**config.mk**
```make
export PLATFORM = sky130hd
export DESIGN_NAME = acs_sequencer
export DESIGN_NICKNAME = d
export VERILOG_FILES = /design/src/inc/acs_pkg.sv /design/src/inc/acs_tad_if.sv /design/src/design/acs_tad_gen.sv /design/src/design/acs_sequencer.sv
export SDC_FILE = /design/constraint.sdc
export NUM_CORES = 1
export LEC_CHECK = 0
export BUFFER_PORTS_ARGS = -buffer_cell sky130_fd_sc_hd__buf_2
export CORE_ASPECT_RATIO = 0.75
export CORE_MARGIN = 5
export CORE_UTILIZATION = 45
export CTS_CLUSTER_SIZE = 40
export DETAILED_ROUTE_END_ITERATION = 16
export PLACE_DENSITY = 0.7
export REMOVE_ABC_BUFFERS = 1
export SLEW_MARGIN = 20
export SYNTH_ARGS = -nofsm -noshare
export SYNTH_HDL_FRONTEND = slang
export SYNTH_HIERARCHICAL = 1
export SYNTH_SLANG_ARGS = --single-unit
```
**constraint.sdc**
```tcl
create_clock -name pclk -period 5 [get_ports pclk]
set_input_delay 1.25 -clock pclk [delete_from_list [all_inputs] [get_ports pclk]]
set_output_delay 1.25 -clock pclk [all_outputs]
set_load 0.02 [all_outputs]
```
**src/inc/acs_pkg.sv**
```systemverilog
// constants and helpers shared by the conversion sequencer files
`default_nettype none
package acs_pkg;

  // clock rate and the cycle counts derived from it
  localparam int CLK_MHZ   = 125;
  localparam int RC_TAD_NS = 2500;
  localparam logic [8:0] RC_DIV = 9'(RC_TAD_NS * CLK_MHZ / 1000);

  // register byte offsets
  localparam logic [7:0] OFS_CTRL   = 8'h00;
  localparam logic [7:0] OFS_PINCFG = 8'h04;
  localparam logic [7:0] OFS_ACQCLK = 8'h08;
  localparam logic [7:0] OFS_RES_LO = 8'h0c;
  localparam logic [7:0] OFS_RES_HI = 8'h10;
  localparam logic [7:0] OFS_IRQ    = 8'h14;

  // field positions
  localparam int CTRL_GO_BIT = 0;
  localparam int CTRL_ON_BIT = 1;
  localparam int CTRL_CH_LSB = 2;
  localparam int CLK_SEL_LSB = 0;
  localparam int ACQ_SEL_LSB = 3;
  localparam int IRQ_FLAG_BIT = 0;
  localparam int IRQ_EN_BIT   = 1;

  // values after reset, and the manual acquisition code
  localparam logic [2:0] ACQ_SEL_RST = 3'h0;
  localparam logic [2:0] CLK_SEL_RST = 3'h0;
  localparam logic [2:0] ACQ_MANUAL  = 3'h0;

  // conversion geometry, counted in conversion-clock periods
  localparam int RES_W     = 12;
  localparam int CONV_TADS = 13;
  localparam logic [4:0] CONV_LAST = 5'h0c;
  localparam logic [4:0] WAIT_LAST = 5'h01;
  localparam logic [RES_W-1:0] SAR_MSB = 12'h800;

  // acquisition periods per selector code
  function automatic logic [4:0] acs_acq_tads(input logic [2:0] sel);
    case (sel)
      3'h1: return 5'h02;
      3'h2: return 5'h04;
      3'h3: return 5'h06;
      3'h4: return 5'h08;
      3'h5: return 5'h0c;
      3'h6: return 5'h10;
      3'h7: return 5'h14;
      default: return 5'h00;
    endcase
  endfunction

  // oscillator periods per conversion-clock period
  function automatic logic [8:0] acs_div(input logic [2:0] sel);
    case (sel)
      3'h0: return 9'h002;
      3'h4: return 9'h004;
      3'h1: return 9'h008;
      3'h5: return 9'h010;
      3'h2: return 9'h020;
      3'h6: return 9'h040;
      default: return RC_DIV;
    endcase
  endfunction

endpackage
`default_nettype wire

```
**src/inc/acs_tad_if.sv**
```systemverilog
// link between the sequencer and its conversion-clock divider
`timescale 1ns/1ps
`default_nettype none
interface acs_tad_if;
  logic       run;
  logic [2:0] clk_sel;
  logic       tick;
  modport seq (output run, output clk_sel, input tick);
  modport gen (input run, input clk_sel, output tick);
endinterface
`default_nettype wire

```
**src/design/acs_tad_gen.sv**
```systemverilog
// conversion-clock tick divider
`timescale 1ns/1ps
`default_nettype none
module acs_tad_gen
  import acs_pkg::*;
(
  // clock, reset, enable
  input  wire logic pclk,
  input  wire logic presetn,
  input  wire logic ce,
  // sequencer side
  acs_tad_if.gen    tad
);

  typedef struct packed {
    logic [8:0] cnt;
    logic       tick;
  } acs_gen_s;

  acs_gen_s   st_q;
  acs_gen_s   st_d;
  logic [8:0] gap_q;

  // restarted on run so each period starts aligned to the start event
  // divider decode
  always_comb begin
    st_d = st_q;
    st_d.tick = 1'b0;
    if (!tad.run) begin
      st_d.cnt = '0;
    end else if (st_q.cnt == acs_div(tad.clk_sel) - 9'h001) begin
      st_d.cnt = '0;
      st_d.tick = 1'b1;
    end else begin
      st_d.cnt = st_q.cnt + 9'h001;
    end
  end

  always_ff @(posedge pclk or negedge presetn) begin
    if (!presetn) begin
      st_q <= '0;
    end else if (ce) begin
      st_q <= st_d;
    end
  end

  assign tad.tick = st_q.tick;

  // cycles since run rose or since the last tick
  always_ff @(posedge pclk or negedge presetn) begin
    if (!presetn) begin
      gap_q <= '0;
    end else if (ce) begin
      // starts one behind: the first period opens a cycle after run rises
      gap_q <= (!tad.run) ? 9'h1ff :
               (st_q.tick ? 9'h000 : gap_q + 9'h001);
    end
  end

  tick_spacing_a: assert property (
    @(posedge pclk) disable iff (!presetn)
    (st_q.tick && tad.run && $stable(tad.clk_sel))
      |-> (gap_q == acs_div(tad.clk_sel) - 9'h001 || $past(!tad.run)))
    else $error("tick spacing differs from selected division");

endmodule
`default_nettype wire

```
**src/design/acs_sequencer.sv**
```systemverilog
// conversion sequencer: apb registers, acquisition timing, sar control
`timescale 1ns/1ps
`default_nettype none
module acs_sequencer
  import acs_pkg::*;
(
  // clock, reset, enable
  input  wire logic             pclk,
  input  wire logic             presetn,
  input  wire logic             ce,
  // apb slave
  input  wire logic [7:0]       paddr,
  input  wire logic             psel,
  input  wire logic             penable,
  input  wire logic             pwrite,
  input  wire logic [31:0]      pwdata,
  output logic [31:0]           prdata,
  output logic                  pready,
  output logic                  pslverr,
  // analog front end
  input  wire logic             cmp_in,
  output logic                  sample_connect,
  output logic                  array_discharge,
  output logic [3:0]            chan_sel,
  output logic [RES_W-1:0]      dac_code,
  output logic [7:0]            pin_cfg,
  // interrupt request
  output logic                  conv_irq_req
);

  typedef enum logic [1:0] {ST_IDLE, ST_ACQ, ST_CONV, ST_WAIT} acs_state_e;

  typedef struct packed {
    logic             cmp_cap;
    logic             go;
    logic             on;
    logic [3:0]       chan;
    logic [7:0]       pincfg;
    logic [2:0]       acq_sel;
    logic [2:0]       clk_sel;
    logic             flag;
    logic             irq_en;
    acs_state_e       fsm;
    logic [4:0]       tad_cnt;
    logic [RES_W-1:0] sar;
    logic             done;
    logic [31:0]      prdata;
    logic             pslverr;
  } acs_ctl_s;

  typedef struct packed {
    acs_ctl_s         c;
    logic [RES_W-1:0] result;
  } acs_st_s;

  acs_st_s          st_q;
  acs_st_s          st_d;
  logic [RES_W-1:0] sar_nx;
  int               bidx;
  logic             cmp;
  logic             setup;
  logic             wr;
  logic             ctrl_wr;
  logic             res_wr;
  logic [4:0]       acq_ticks_q;
  logic [4:0]       conv_ticks_q;

  acs_tad_if tad ();

  acs_tad_gen u_tad_gen (
    .pclk    (pclk),
    .presetn (presetn),
    .ce      (ce),
    .tad     (tad)
  );

  // one capture stage only: at divide-by-two a trial code has two cycles
  assign cmp     = st_q.c.cmp_cap;
  assign setup   = psel && !penable;
  assign wr      = psel && penable && pwrite;
  assign ctrl_wr = wr && (paddr == OFS_CTRL);
  assign res_wr  = wr && (paddr == OFS_RES_LO || paddr == OFS_RES_HI);

  // divider runs only while a sequence is in flight
  assign tad.run     = (st_q.c.fsm != ST_IDLE);
  assign tad.clk_sel = st_q.c.clk_sel;

  always_comb begin
    st_d = st_q;
    sar_nx = st_q.c.sar;
    bidx = 0;
    st_d.c.done = 1'b0;
    st_d.c.cmp_cap = cmp_in;
    case (st_q.c.fsm)
      ST_IDLE: begin
        if (st_q.c.go && st_q.c.on) begin
          st_d.c.tad_cnt = '0;
          st_d.c.sar = '0;
          if (st_q.c.acq_sel == ACQ_MANUAL) begin
            st_d.c.fsm = ST_CONV;
          end else begin
            st_d.c.fsm = ST_ACQ;
          end
        end
      end
      ST_ACQ: begin
        if (!st_q.c.go) begin
          st_d.c.fsm = ST_WAIT;
          st_d.c.tad_cnt = '0;
        end else if (tad.tick) begin
          st_d.c.tad_cnt = st_q.c.tad_cnt + 5'h01;
          if (st_d.c.tad_cnt == acs_acq_tads(st_q.c.acq_sel)) begin
            st_d.c.fsm = ST_CONV;
            st_d.c.tad_cnt = '0;
          end
        end
      end
      ST_CONV: begin
        if (!st_q.c.go) begin
          st_d.c.fsm = ST_WAIT;
          st_d.c.tad_cnt = '0;
        end else if (tad.tick) begin
          if (st_q.c.tad_cnt == 5'h00) begin
            sar_nx = SAR_MSB;
          end else begin
            bidx = RES_W - int'(st_q.c.tad_cnt);
            if (!cmp) begin
              sar_nx[bidx] = 1'b0;
            end
            if (bidx > 0) begin
              sar_nx[bidx-1] = 1'b1;
            end
          end
          st_d.c.sar = sar_nx;
          st_d.c.tad_cnt = st_q.c.tad_cnt + 5'h01;
          if (st_q.c.tad_cnt == CONV_LAST) begin
            st_d.c.fsm = ST_WAIT;
            st_d.c.tad_cnt = '0;
            st_d.c.go = 1'b0;
            st_d.c.done = 1'b1;
            st_d.result = sar_nx;
          end
        end
      end
      ST_WAIT: begin
        if (tad.tick) begin
          st_d.c.tad_cnt = st_q.c.tad_cnt + 5'h01;
          if (st_q.c.tad_cnt == WAIT_LAST) begin
            st_d.c.fsm = ST_IDLE;
            st_d.c.tad_cnt = '0;
          end
        end
      end
      default: begin
        st_d.c.fsm = ST_IDLE;
      end
    endcase
    // read data is latched in the setup cycle, pready is always high
    if (setup) begin
      st_d.c.prdata = '0;
      st_d.c.pslverr = 1'b0;
      case (paddr)
        OFS_CTRL: begin
          st_d.c.prdata[CTRL_GO_BIT] = st_q.c.go;
          st_d.c.prdata[CTRL_ON_BIT] = st_q.c.on;
          st_d.c.prdata[CTRL_CH_LSB +: 4] = st_q.c.chan;
        end
        OFS_PINCFG: begin
          st_d.c.prdata[7:0] = st_q.c.pincfg;
        end
        OFS_ACQCLK: begin
          st_d.c.prdata[CLK_SEL_LSB +: 3] = st_q.c.clk_sel;
          st_d.c.prdata[ACQ_SEL_LSB +: 3] = st_q.c.acq_sel;
        end
        OFS_RES_LO: begin
          st_d.c.prdata[7:0] = st_q.result[7:0];
        end
        OFS_RES_HI: begin
          st_d.c.prdata[RES_W-9:0] = st_q.result[RES_W-1:8];
        end
        OFS_IRQ: begin
          st_d.c.prdata[IRQ_FLAG_BIT] = st_q.c.flag;
          st_d.c.prdata[IRQ_EN_BIT] = st_q.c.irq_en;
        end
        default: begin
          st_d.c.pslverr = 1'b1;
        end
      endcase
    end
    if (wr) begin
      case (paddr)
        OFS_CTRL: begin
          st_d.c.on = pwdata[CTRL_ON_BIT];
          st_d.c.chan = pwdata[CTRL_CH_LSB +: 4];
          // go cannot be set while the converter is off
          st_d.c.go = pwdata[CTRL_GO_BIT] && pwdata[CTRL_ON_BIT];
        end
        OFS_PINCFG: begin
          st_d.c.pincfg = pwdata[7:0];
        end
        OFS_ACQCLK: begin
          st_d.c.acq_sel = pwdata[ACQ_SEL_LSB +: 3];
          st_d.c.clk_sel = pwdata[CLK_SEL_LSB +: 3];
        end
        OFS_RES_LO: begin
          st_d.result[7:0] = pwdata[7:0];
        end
        OFS_RES_HI: begin
          st_d.result[RES_W-1:8] = pwdata[RES_W-9:0];
        end
        OFS_IRQ: begin
          st_d.c.flag = pwdata[IRQ_FLAG_BIT];
          st_d.c.irq_en = pwdata[IRQ_EN_BIT];
        end
        default: begin
          st_d.c.on = st_q.c.on;
        end
      endcase
    end
    if (st_d.c.done) begin
      st_d.c.flag = 1'b1;
    end
  end

  always_ff @(posedge pclk or negedge presetn) begin
    if (!presetn) begin
      st_q.c <= '0;
      st_q.c.acq_sel <= ACQ_SEL_RST;
      st_q.c.clk_sel <= CLK_SEL_RST;
    end else if (ce) begin
      st_q <= st_d;
    end
  end

  assign sample_connect  = st_q.c.on &&
                           (st_q.c.fsm == ST_IDLE || st_q.c.fsm == ST_ACQ);
  assign array_discharge = (st_q.c.fsm == ST_WAIT);
  assign chan_sel        = st_q.c.chan;
  assign dac_code        = st_q.c.sar;
  assign pin_cfg         = st_q.c.pincfg;
  assign prdata          = st_q.c.prdata;
  assign pslverr         = st_q.c.pslverr;
  assign pready          = 1'b1;
  assign conv_irq_req    = st_q.c.flag && st_q.c.irq_en;

  // tick counters seen only by the checks below
  always_ff @(posedge pclk or negedge presetn) begin
    if (!presetn) begin
      acq_ticks_q <= '0;
      conv_ticks_q <= '0;
    end else if (ce) begin
      acq_ticks_q <= (st_q.c.fsm == ST_ACQ) ?
                     acq_ticks_q + {4'h0, tad.tick} : 5'h00;
      conv_ticks_q <= (st_q.c.fsm == ST_CONV) ?
                      conv_ticks_q + {4'h0, tad.tick} : 5'h00;
    end
  end

  acq_reset_a: assert property (
    @(posedge pclk) disable iff (!presetn)
    $rose(presetn) |-> (st_q.c.acq_sel == ACQ_SEL_RST))
    else $error("acquisition selector not manual after reset");

  manual_start_a: assert property (
    @(posedge pclk) disable iff (!presetn)
    (ce && st_q.c.fsm == ST_IDLE && st_q.c.go && st_q.c.on &&
     st_q.c.acq_sel == ACQ_MANUAL)
      |=> (st_q.c.fsm == ST_CONV && !sample_connect))
    else $error("manual go did not start conversion at once");

  acq_sampling_a: assert property (
    @(posedge pclk) disable iff (!presetn)
    (st_q.c.fsm == ST_ACQ) |-> sample_connect)
    else $error("sampling stopped during acquisition");

  acq_length_a: assert property (
    @(posedge pclk) disable iff (!presetn)
    ($past(st_q.c.fsm) == ST_ACQ && st_q.c.fsm == ST_CONV &&
     $stable(st_q.c.acq_sel))
      |-> (acq_ticks_q == acs_acq_tads(st_q.c.acq_sel)))
    else $error("acquisition length differs from selector");

  conv_open_a: assert property (
    @(posedge pclk) disable iff (!presetn)
    (st_q.c.fsm == ST_CONV) |-> (!sample_connect && !array_discharge))
    else $error("capacitor connected during conversion");

  conv_length_a: assert property (
    @(posedge pclk) disable iff (!presetn)
    st_q.c.done |-> (conv_ticks_q == 5'(CONV_TADS)))
    else $error("conversion did not last thirteen periods");

  done_effects_a: assert property (
    @(posedge pclk) disable iff (!presetn)
    st_q.c.done |-> (st_q.c.flag && st_q.c.fsm == ST_WAIT &&
                     (!st_q.c.go || $past(ctrl_wr)) &&
                     st_q.result == st_q.c.sar))
    else $error("completion effects missing");

  abort_keep_a: assert property (
    @(posedge pclk) disable iff (!presetn)
    (ce && st_q.c.fsm == ST_CONV && !st_q.c.go && !res_wr)
      |=> (st_q.result == $past(st_q.result) && st_q.c.fsm == ST_WAIT))
    else $error("abort changed the result");

  irq_follow_a: assert property (
    @(posedge pclk) disable iff (!presetn)
    st_q.c.done |-> (conv_irq_req == st_q.c.irq_en))
    else $error("interrupt request does not follow completion");

endmodule
`default_nettype wire

```
==> flow_metrics.tcl, run 1 <==
set metrics [dict create \
    status "finished clean" \
    insertion_delay_ps 340 \
    clock_skew_ps 5.75 \
    die_y_um 101 \
    grt_start_max_net_pins 62 \
    die_w_um 131 \
    finalNonFillerCells 709 \
    drt_iter0_drc 397 \
    vias 4176 \
    slowest_stage "nand4_1" \
    critPathLaunchType "input pin" \
    relSlewSlack_pct 29.7 \
    drive_gt1_share_pct 19.5 \
    syn-cell-area_um2 4970 \
    cts_resized 0 \
    async_flop_share_pct 83.6 \
    initial_core_util_pct 45.7 \
    hp-class "register to register" \
    path_cells "buf_2 -> or4_4 -> nor3_4 -> nand4_1 -> o21ai_0 -> o22ai_1" \
    synth.ff_latch_count 73 \
    drt_pass1_iterations 7 \
    cap_violations 0 \
    rsz0062_at_grt "false" \
    synth_cells 560 \
    routed_via_density 5.89 \
    fin_crit_sh_pct 64.1 \
    ant_nets 0 \
    dpl.hpwl_um 9170 \
    insertedDiodeCount 0 \
    ctsHtreeMaxLevel 3 \
    seq_area_frac_synth_pct 38.0 \
    area_delta_synth_final_pct 5.59 \
    dp_cells 693 \
    critPathKind "input pin to register" \
    setup-violations-final 0 \
    overflow 0 \
    port_buffers 58 \
    wl_um 12600 \
    worstPathArrival_ps 3270 \
    synth_area_leader_cell "dfrtp_1" \
    core_um2 10900 \
    nNetsFinal 618 \
    grt_pass1_wl_um 20400 \
    worst_pin_slew_ps 1050 \
    tns_ps 0 \
    cts_buffer_depth 2 \
    drv_slew 0 \
    fmax_mhz 312 \
    yosysUniqueCellTypes 65 \
    gp_congestion 0.873 \
    cts_tree "built" \
    final_hold_viol_count 0 \
    antenna_found_initial 0 \
    p_per_area_nw_per_um2 369 \
    slowest_delay_ps 600 \
    synth.avg_cell_area_um2 8.87 \
    period_minus_slack_ps 3200 \
    cts.sinks 73 \
    hold_buffers 0 \
    num_rows 33 \
    crit_fanout 16 \
    leakage_nw 2.44 \
    synth_edf_count 12 \
    irDropWorstVdd_uv 208 \
    drc 0 \
    grt_pass1_vias 3906 \
    synthTopCellsByArea "dfrtp_1, buf_4, edfxtp_1" \
    grt.total_usage_pct 18.9 \
    dieArea_um2 13300 \
    setup.worst_path.end_class "register" \
    crit_buf_inv 1 \
    yosysTopAreaCellShare_pct 30.7 \
    clkSlewWorstSetupHoldPaths_ps 60 \
    worstPathRequired_ps 5070 \
    ys.warnings.count 6 \
    wl_per_cell_um 17.8 \
    cts-buffers-inserted 9 \
    postCtsSetupRepairBufs 0 \
    crit_family "simple AND/OR/NAND/NOR gates" \
    design.portCount 108 \
    yosys_most_used_dff "dfrtp_1" \
    ctsRootBufferMaster "clkbuf_16" \
]
[worst min-delay path, delay by kind of cell, from the launching register on]
| family | cells | cell delay, ps |
|---|---|---|
| flops | 1 | 340 |
| simple gates | 2 | 100 |
[per-stage QoR]
stage | worst slack, ps | total power, mW | util (%) | hold slack (ps) | cell area (um^2)
5_1_grt | 1610 | 2.04 | 48.3 | 490 | 5240
2_1_floorplan | 1990 | 1.11 | - | 481 | 4460
4_1_cts | 1780 | 1.94 | 48.3 | 472 | 5240
3_3_place_gp | 1530 | 1.25 | 45.5 | 457 | 4940
6_report | 1800 | 1.93 | 48.3 | 468 | 5240
3_5_place_dp | 1430 | 1.27 | 45.5 | 458 | 4940
[placed cells by master (no fill, tap or decap), types with 9 or more instances in the layout]
master and count:
conb_1 25, and3_1 9, clkbuf_16 9, buf_2 58, nor3_1 13, mux2_2 13
nand3_1 19, mux2i_1 9, edfxtp_1 12, a31oi_1 20, o21ai_0 57, nand2_1 62
nor2_1 32, a21oi_1 26, dfrtp_1 61, inv_1 21
[routing by layer]
| layer | global-route usage (%) | up-vias | part of all wire (%) |
|---|---|---|---|
| met4 | 5.53 | 0 | 1.3 |
| li1 | - | 1928 | - |
| met2 | 28.6 | 186 | 44 |
| met1 | 27.0 | 2044 | 46 |
| met5 | 0 | - | 0 |
| met3 | 4.64 | 18 | 8.2 |
[sequential cells by signal, summed over array words and instances, names as in the netlist]
name / flops
st_q: 26
dac_code: 12
u_tad_gen/st_q: 9
pin_cfg: 8
prdata: 8
chan_sel: 4
tad.clk_sel: 3
cmp: 1
pslverr: 1
u_tad_gen/tad.tick: 1
[power breakdown]
| group | switching, mW | leakage (nW) | internal [mW] | total (mW) |
|---|---|---|---|---|
| clock network | 0.249 | 0.155 | 0.411 | 0.660 |
| registers | 0.0796 | 0.947 | 0.643 | 0.723 |
| logic | 0.362 | 1.33 | 0.188 | 0.550 |
| total | 0.691 | 2.44 | 1.24 | 1.93 |
[synthesized netlist by cell type, types with 5 or more instances]
master,number
nand2_1,62
dfrtp_1,61
buf_4,60
o21ai_0,57
nor2_1,32
a21oi_1,26
inv_1,21
a31oi_1,20
nand3_1,19
clkbuf_1,14
mux2_2,13
nor3_1,13
edfxtp_1,12
buf_2,11
and3_1,9
mux2i_1,9
ha_1,7
nor2b_1,7
o22ai_1,6
mux4_2,5
o211ai_1,5
o31ai_1,5
xor2_1,5
[kinds of logic after synthesis]
group | after synthesis | share of synthesized area (%)
and+or+nand+nor | 184 | 19.1
AOI/OAI and AO/OA | 147 | 18.4
buffers and inverters | 110 | 13.4
DFF | 73 | 38.0
muxes | 28 | 7.56
xor gates and xnor gates | 9 | 1.59
adders and majority gates | 7 | 1.76
other | 2 | 0.151
[area by class of cell]
cell class,instances,area [um^2]
fill,992,5620
multi-input combinational,400,2500
sequential,73,1890
timing repair buffer,59,298
clock buffer,11,253
tap,140,175
inverter,21,78.8
clock inverter,5,53.8
[final timing paths]
path,cells past startpoint,endpoint,startpoint,slack [ps]
setup / recovery,6,st_q[3],paddr[0],1800
hold / removal,2,prdata[5],prdata[5],470
setup reg to reg,8,st_q[1],st_q[58],1840
hold reg to reg,2,prdata[5],prdata[5],470
max in group asynchronous,2,pin_cfg[7],presetn,3340
min in group asynchronous,2,u_tad_gen/st_q[5],presetn,1130
Power figures use the tool's default switching activity.
==> run 2: changes to the inputs <==
Settings changed: ABC_AREA from default to 1, PLACE_DENSITY 0.7 to 0.72.
Clock period 5 ns to 2.9 ns, I/O delays scaled along.
==> run 2 against run 1 <==
Effect of this change: via count up 10%; register-to-register slack worse by 1500 ps; first-iteration DRC count down 18%; sequential power up 84%; synthesized cell count up 21%; hold slack better by 14 ps; die area up 3.4%; sequential share of layout area down 2.1 points.
==> flow_metrics.tcl, run 2 <==
set metrics [dict create \
    status "finished clean" \
    switching_share_pct 42.4 \
    cts_buffer_depth 2 \
    report.power.total_mw 4.13 \
    pwr-share-comb_pct 39.9 \
    cap_violations 0 \
    drt_iter0_drc 326 \
    yosysUniqueCellTypes 48 \
    most-common-layout-cells "nand2_1, inv_1, dfrtp_1" \
    yosysTopAreaCellShare_pct 29.6 \
    vias 4593 \
    grt_pass1_vias 4277 \
    overflow 0 \
    ys.warnings.count 6 \
    synth.avg_cell_area_um2 7.59 \
    postCtsSetupRepairBufs 0 \
    async_flop_share_pct 83.6 \
    largest-register "st_q" \
    drv_slew 0 \
    final_hold_viol_count 0 \
    p_seq_share_pct 32.2 \
    grt.total_usage_pct 18.9 \
    area_delta_synth_final_pct 8.11 \
    ant_nets 0 \
    grt_start_max_net_pins 62 \
    num_rows 33 \
    die_w_um 134 \
    core_um2 11100 \
    cts-buffers-inserted 9 \
    finalNonFillerCells 856 \
    final_common_cell "nand2_1" \
    routed_via_density 5.37 \
    fill_cells 1103 \
    fmax_mhz 389 \
    dpl.hpwl_um 10000 \
    p_per_area_nw_per_um2 741 \
    drt_pass1_iterations 8 \
    ctsRootBufferMaster "clkbuf_16" \
    synth_edf_count 12 \
    irDropWorstVdd_uv 473 \
    antenna_found_initial 0 \
    clkSlewWorstSetupHoldPaths_ps 60 \
    die_y_um 103 \
    yosys_most_used_dff "dfrtp_1" \
    worstPathArrival_ps 2660 \
    tns_ps 0 \
    wl_per_cell_um 15.3 \
    insertedDiodeCount 0 \
    cts.sinks 73 \
    initial_core_util_pct 46.6 \
    yosysMostFrequentCell "nand2_1" \
    relSlewSlack_pct 47.6 \
    crit_fanout 11 \
    dieArea_um2 13700 \
    largest_reg_flops 26 \
    finalCoreUtilization_pct 50.4 \
    cts_tree "built" \
    fin_crit_sh_pct 88.7 \
    nNetsFinal 765 \
    leakage_nw 2.72 \
    dp_cells 840 \
    cts_resized 0 \
    port_buffers 58 \
    synth_area_leader_cell "dfrtp_1" \
    design.portCount 108 \
    clock_skew_ps 9.51 \
    drc 0 \
    power.internal_mw 2.38 \
    synth.ff_latch_count 73 \
    multi_input_area_um2 2500 \
    synthTopCellsByArea "dfrtp_1, nand2_1, buf_4" \
    hold_buffers 0 \
    netSwitchingPower_mw 1.75 \
    seq_area_frac_synth_pct 36.6 \
    syn-cell-area_um2 5150 \
    hp-class "register to register" \
    synth_cells 679 \
    period_minus_slack_ps 2570 \
    timing.rr.start "st_q[58]" \
    setup-violations-final 0 \
    ctsHtreeMaxLevel 3 \
    synth_common_cells "nand2_1, inv_1, dfrtp_1" \
    rsz0062_at_grt "false" \
    gp_congestion 0.930 \
    critPathLaunchType "register" \
    grt_pass1_wl_um 21000 \
    drive_gt1_share_pct 21.4 \
    seqCellArea_um2 1890 \
    insertion_delay_ps 340 \
    critPathKind "register to register" \
    critPathLaunch "st_q[58]" \
    hold_slack_ps 482 \
    worstPathRequired_ps 2990 \
    wl_um 13100 \
    clock_power_share_pct 28.0 \
    worst_pin_slew_ps 786 \
    setup.worst_path.end_class "register" \
    hold_start "pslverr" \
]
run 2: cell count changes in the layout (fill, tap and decap cells not counted), moves of 11 or more:
cell and delta:
nand2_1 +73, inv_1 +50, o21ai_0 -21, inv_2 +19, a31oi_1 -18, o21ai_1 +17, a21oi_1 +16, nand3_1 +14
nand4_1 +14, nand2_2 +12, mux2_2 -11, nor2_1 +11
run 2: logic make-up (layout without fill, tap and decap cells):
family,after synthesis,in the layout,synth area share (%)
xor gates and xnor gates,11,11,1.87
adders and majority gates,7,7,1.70
other,2,25,0.146
DFF,73,73,36.6
and+or+nand+nor,276,276,25.8
muxes,2,2,0.437
AOI/OAI and AO/OA,146,146,16.8
buffers and inverters,162,176,16.6
run 2: final timing paths:
check | to | cells past startpoint | slack [ps]
min | pslverr | 2 | 480
max | st_q[9] | 14 | 330
min reg2reg | pslverr | 2 | 480
min in group asynchronous | cmp | 2 | 580
max reg2reg | st_q[9] | 14 | 330
max in group asynchronous | dac_code[2] | 2 | 1790
run 2: worst max-delay path: stages (launching register included):
cell,delay [ps]
dfrtp_1,460
inv_2,130
ha_1,330
inv_2,150
nand2_1,80
nand2_2,120
nand2_2,80
nor2_1,240
nor2_4,70
nand2_2,250
o21ai_1,100
nand2_1,110
nand2_1,70
nand2_1,80
a21oi_2,50
run 2: layout make-up:
cell class | count | area share (%)
clock buffers | 9 | 4.04
clock inverters | 7 | 1.48
inverters | 95 | 6.45
multi-input cells | 467 | 44.9
flip-flops and latches | 73 | 33.9
well taps | 140 | 3.14
repair buffers | 65 | 6.15
run 2: power groups by stage:
stage / Combinational [mW] / Clock (mW) / Sequential (mW)
5_1_grt: 1.83 / 1.22 / 1.34
3_3_place_gp: 1.56 / 0 / 1.34
2_1_floorplan: 1.17 / 0 / 1.36
3_5_place_dp: 1.61 / 0 / 1.34
6_report: 1.65 / 1.15 / 1.33
4_1_cts: 1.62 / 1.17 / 1.32
run 2: stage by stage:
stage	cell area [um^2]	worst slack [ps]
3_5_place_dp	5260	390
2_1_floorplan	4750	670
6_report	5570	328
5_1_grt	5570	173
4_1_cts	5570	366
3_3_place_gp	5260	514
run 2: routing by layer:
layer  part of all wire, %  track usage (%)  up-vias
met4                  0.40             3.48        0
met3                   6.9             4.39        6
met1                    47             27.0     2169
li1                      -                -     2234
met2                    45             30.0      184
met5                     0                0        -
==> run 3: changes to the inputs <==
Settings changed: PLACE_DENSITY 0.72 to 0.73, SLEW_MARGIN 20 to default, SYNTH_HIERARCHICAL 1 to default.
==> run 3 against run 2 <==
Effect of this change: combinational power down 51%; power down 22%; final area fell by 3.1%; register-to-register slack better by 60 ps; critical endpoint is now st_q[3]; largest cell class unchanged.
==> flow_metrics.tcl, run 3 <==
set metrics [dict create \
    worst-path-stages 14 \
    fmax_mhz 399 \
    fin_crit_sh_pct 86.5 \
    crit_fanout 8 \
    ctsRootBufferMaster "clkbuf_16" \
    ctsHtreeMaxLevel 3 \
    slowest_stage "dfrtp_1" \
    seqCellArea_um2 1890 \
    critPathKind "register to register" \
    path_cells "inv_1 -> ha_1 -> inv_1 -> nor2_1 -> nor2_1 -> inv_1 -> nor2_1 -> nand2_1 -> o21ai_1 -> nand2_1 -> nand2_1 -> nand2_1 -> nand2_1 -> a21oi_1" \
    drive_gt1_share_pct 15.4 \
    crit_buf_inv 3 \
    final_hold_viol_count 0 \
    synth.ff_latch_count 73 \
    ys.warnings.count 0 \
    crit_family "simple AND/OR/NAND/NOR gates" \
    grt_start_max_net_pins 62 \
    min_path_cells 2 \
    netSwitchingPower_mw 1.11 \
    final_common_cell "nand2_1" \
    yosysTopAreaCellShare_pct 30.8 \
    postCtsSetupRepairBufs 0 \
    tns_ps 0 \
    syn-cell-area_um2 4960 \
    leakage_nw 2.61 \
    rsz0062_at_grt "false" \
    design.portCount 108 \
    core_um2 10900 \
    dpl-instance-area_um2 5080 \
    seq_area_frac_synth_pct 38.0 \
    area_delta_synth_final_pct 8.77 \
    wl_um 12800 \
    gp_congestion 0.967 \
    pre_cts_ws_ps 494 \
    overflow 0 \
    routed_via_density 5.31 \
    synth_edf_count 12 \
    irDropWorstVdd_uv 320 \
    insertion_delay_ps 340 \
    largest_reg_flops 26 \
    synth_common_cells "nand2_1, inv_1, dfrtp_1" \
    clock_power_share_pct 36.2 \
    synth_cells 675 \
    worst_pin_slew_ps 791 \
    hp-class "register to register" \
    vias 4514 \
    synth_area_leader_cell "dfrtp_1" \
    yosys_most_used_dff "dfrtp_1" \
    p_per_area_nw_per_um2 599 \
    cts-buffers-inserted 9 \
    yosysMostFrequentCell "nand2_1" \
    final_area_um2 5400 \
    reg2regPathDepth 14 \
    hold_buffers 0 \
    drv_slew 0 \
    largest-register "st_q" \
    pwr-share-comb_pct 25.3 \
    ant_nets 0 \
    fill_cells 1047 \
    nNetsFinal 761 \
    cts_resized 0 \
    critPathLaunchType "register" \
    clock_skew_ps 8.85 \
    cts_tree "built" \
    antenna_found_initial 0 \
    worstPathRequired_ps 2990 \
    setup-violations-final 0 \
    synth.avg_cell_area_um2 7.35 \
    die_y_um 101 \
    most-common-layout-cells "nand2_1, inv_1, dfrtp_1" \
    status "finished clean" \
    period_minus_slack_ps 2510 \
    drt_iter0_drc 414 \
    multi_input_area_um2 2340 \
    num_rows 33 \
    cts_buffer_depth 2 \
    drc 0 \
    insertedDiodeCount 0 \
    port_buffers 58 \
    die_w_um 131 \
    async_flop_share_pct 83.6 \
    worstPathArrival_ps 2590 \
    yosysUniqueCellTypes 42 \
    grt_pass1_wl_um 20500 \
    crit_path_frequent_cell "nand2_1" \
    wl_per_cell_um 15.1 \
    grt.total_usage_pct 19.0 \
    dpl.hpwl_um 9810 \
    slowest_delay_ps 500 \
    power.internal_mw 2.12 \
    switching_share_pct 34.3 \
    cts.sinks 73 \
    clkSlewWorstSetupHoldPaths_ps 60 \
    drt_pass1_iterations 5 \
    setup.worst_path.end_class "register" \
    grt_pass1_vias 4208 \
    synthTopCellsByArea "dfrtp_1, nand2_1, buf_4" \
    p_seq_share_pct 38.6 \
    initial_core_util_pct 45.7 \
    setup_ws_ps 392 \
    cap_violations 0 \
    dieArea_um2 13200 \
    relSlewSlack_pct 47.2 \
]
==> run 3: cell types whose count changed after synthesis, sizes merged, moves of 3 or more <==
cell and delta:
a21boi -3, a21oi -5, a221oi -7, clkbuf +3, nand4 -11, o22ai +6, xor2 +4
==> run 3: worst reg2reg max path: cells and delay by family, from the launching register on <==
family / cells / cell delay (ps)
AOI/OAI and AO/OA: 2 / 230
adders and majority gates: 1 / 260
and+or+nand+nor: 8 / 840
DFF: 1 / 500
buffers and inverters: 3 / 410
==> run 3: area by class of cell <==
type	instances	area share, %
Multi-Input combinational cell	465	43.3
Tap cell	140	3.25
Sequential cell	73	35.0
Timing Repair Buffer	64	6.21
Inverter	92	6.40
Clock inverter	5	1.14
Clock buffer	11	4.71
==> run 3: metrics by stage <==
| step | hold WS [ps] | util [%] | cells | power (mW) |
|---|---|---|---|---|
| finish | 480 | 49.7 | 850 | 3.23 |
| global route | 506 | 49.7 | 850 | 3.40 |
| CTS | 487 | 49.7 | 850 | 3.24 |
| detailed placement | 466 | 46.8 | 834 | 2.06 |
| global placement | 467 | 46.8 | 834 | 2.04 |
| floorplan | 429 | - | 630 | 1.82 |
==> run 3: power groups by stage <==
stage / registers (mW) / logic (mW) / clock network (mW)
final: 1.25 / 0.816 / 1.17
after global routing: 1.26 / 0.914 / 1.23
after CTS: 1.24 / 0.809 / 1.19
after detailed placement: 1.26 / 0.801 / 0
after global placement: 1.26 / 0.780 / 0
after floorplan: 1.26 / 0.558 / 0
==> run 3: cells by family (layout without fill, tap and decap cells) <==
family / count (synthesis) / count (layout) / synth area share (%)
xor gates and xnor gates: 17 / 17 / 3.00
other: 2 / 25 / 0.151
AOI/OAI and AO/OA: 139 / 139 / 15.7
and+or+nand+nor: 274 / 274 / 24.1
DFF: 73 / 73 / 38.0
muxes: 1 / 1 / 0.227
buffers and inverters: 160 / 172 / 16.6
adders and majority gates: 9 / 9 / 2.27
==> run 3: path summary, 6_finish.rpt <==
kind	from	to	slack, ps
worst max-delay path	st_q[58]	st_q[3]	390
worst min-delay path	pslverr	pslverr	480
worst max register to register	st_q[58]	st_q[3]	390
worst min register to register	pslverr	pslverr	480
max in group asynchronous	presetn	chan_sel[2]	1800
min in group asynchronous	presetn	dac_code[9]	590
==> run 3: routing by layer <==
metal  wire length (um)  track usage (%)
met5                  0                0
met2               5710             29.6
met3                964             3.99
met4                113             5.06
met1               6040             26.9
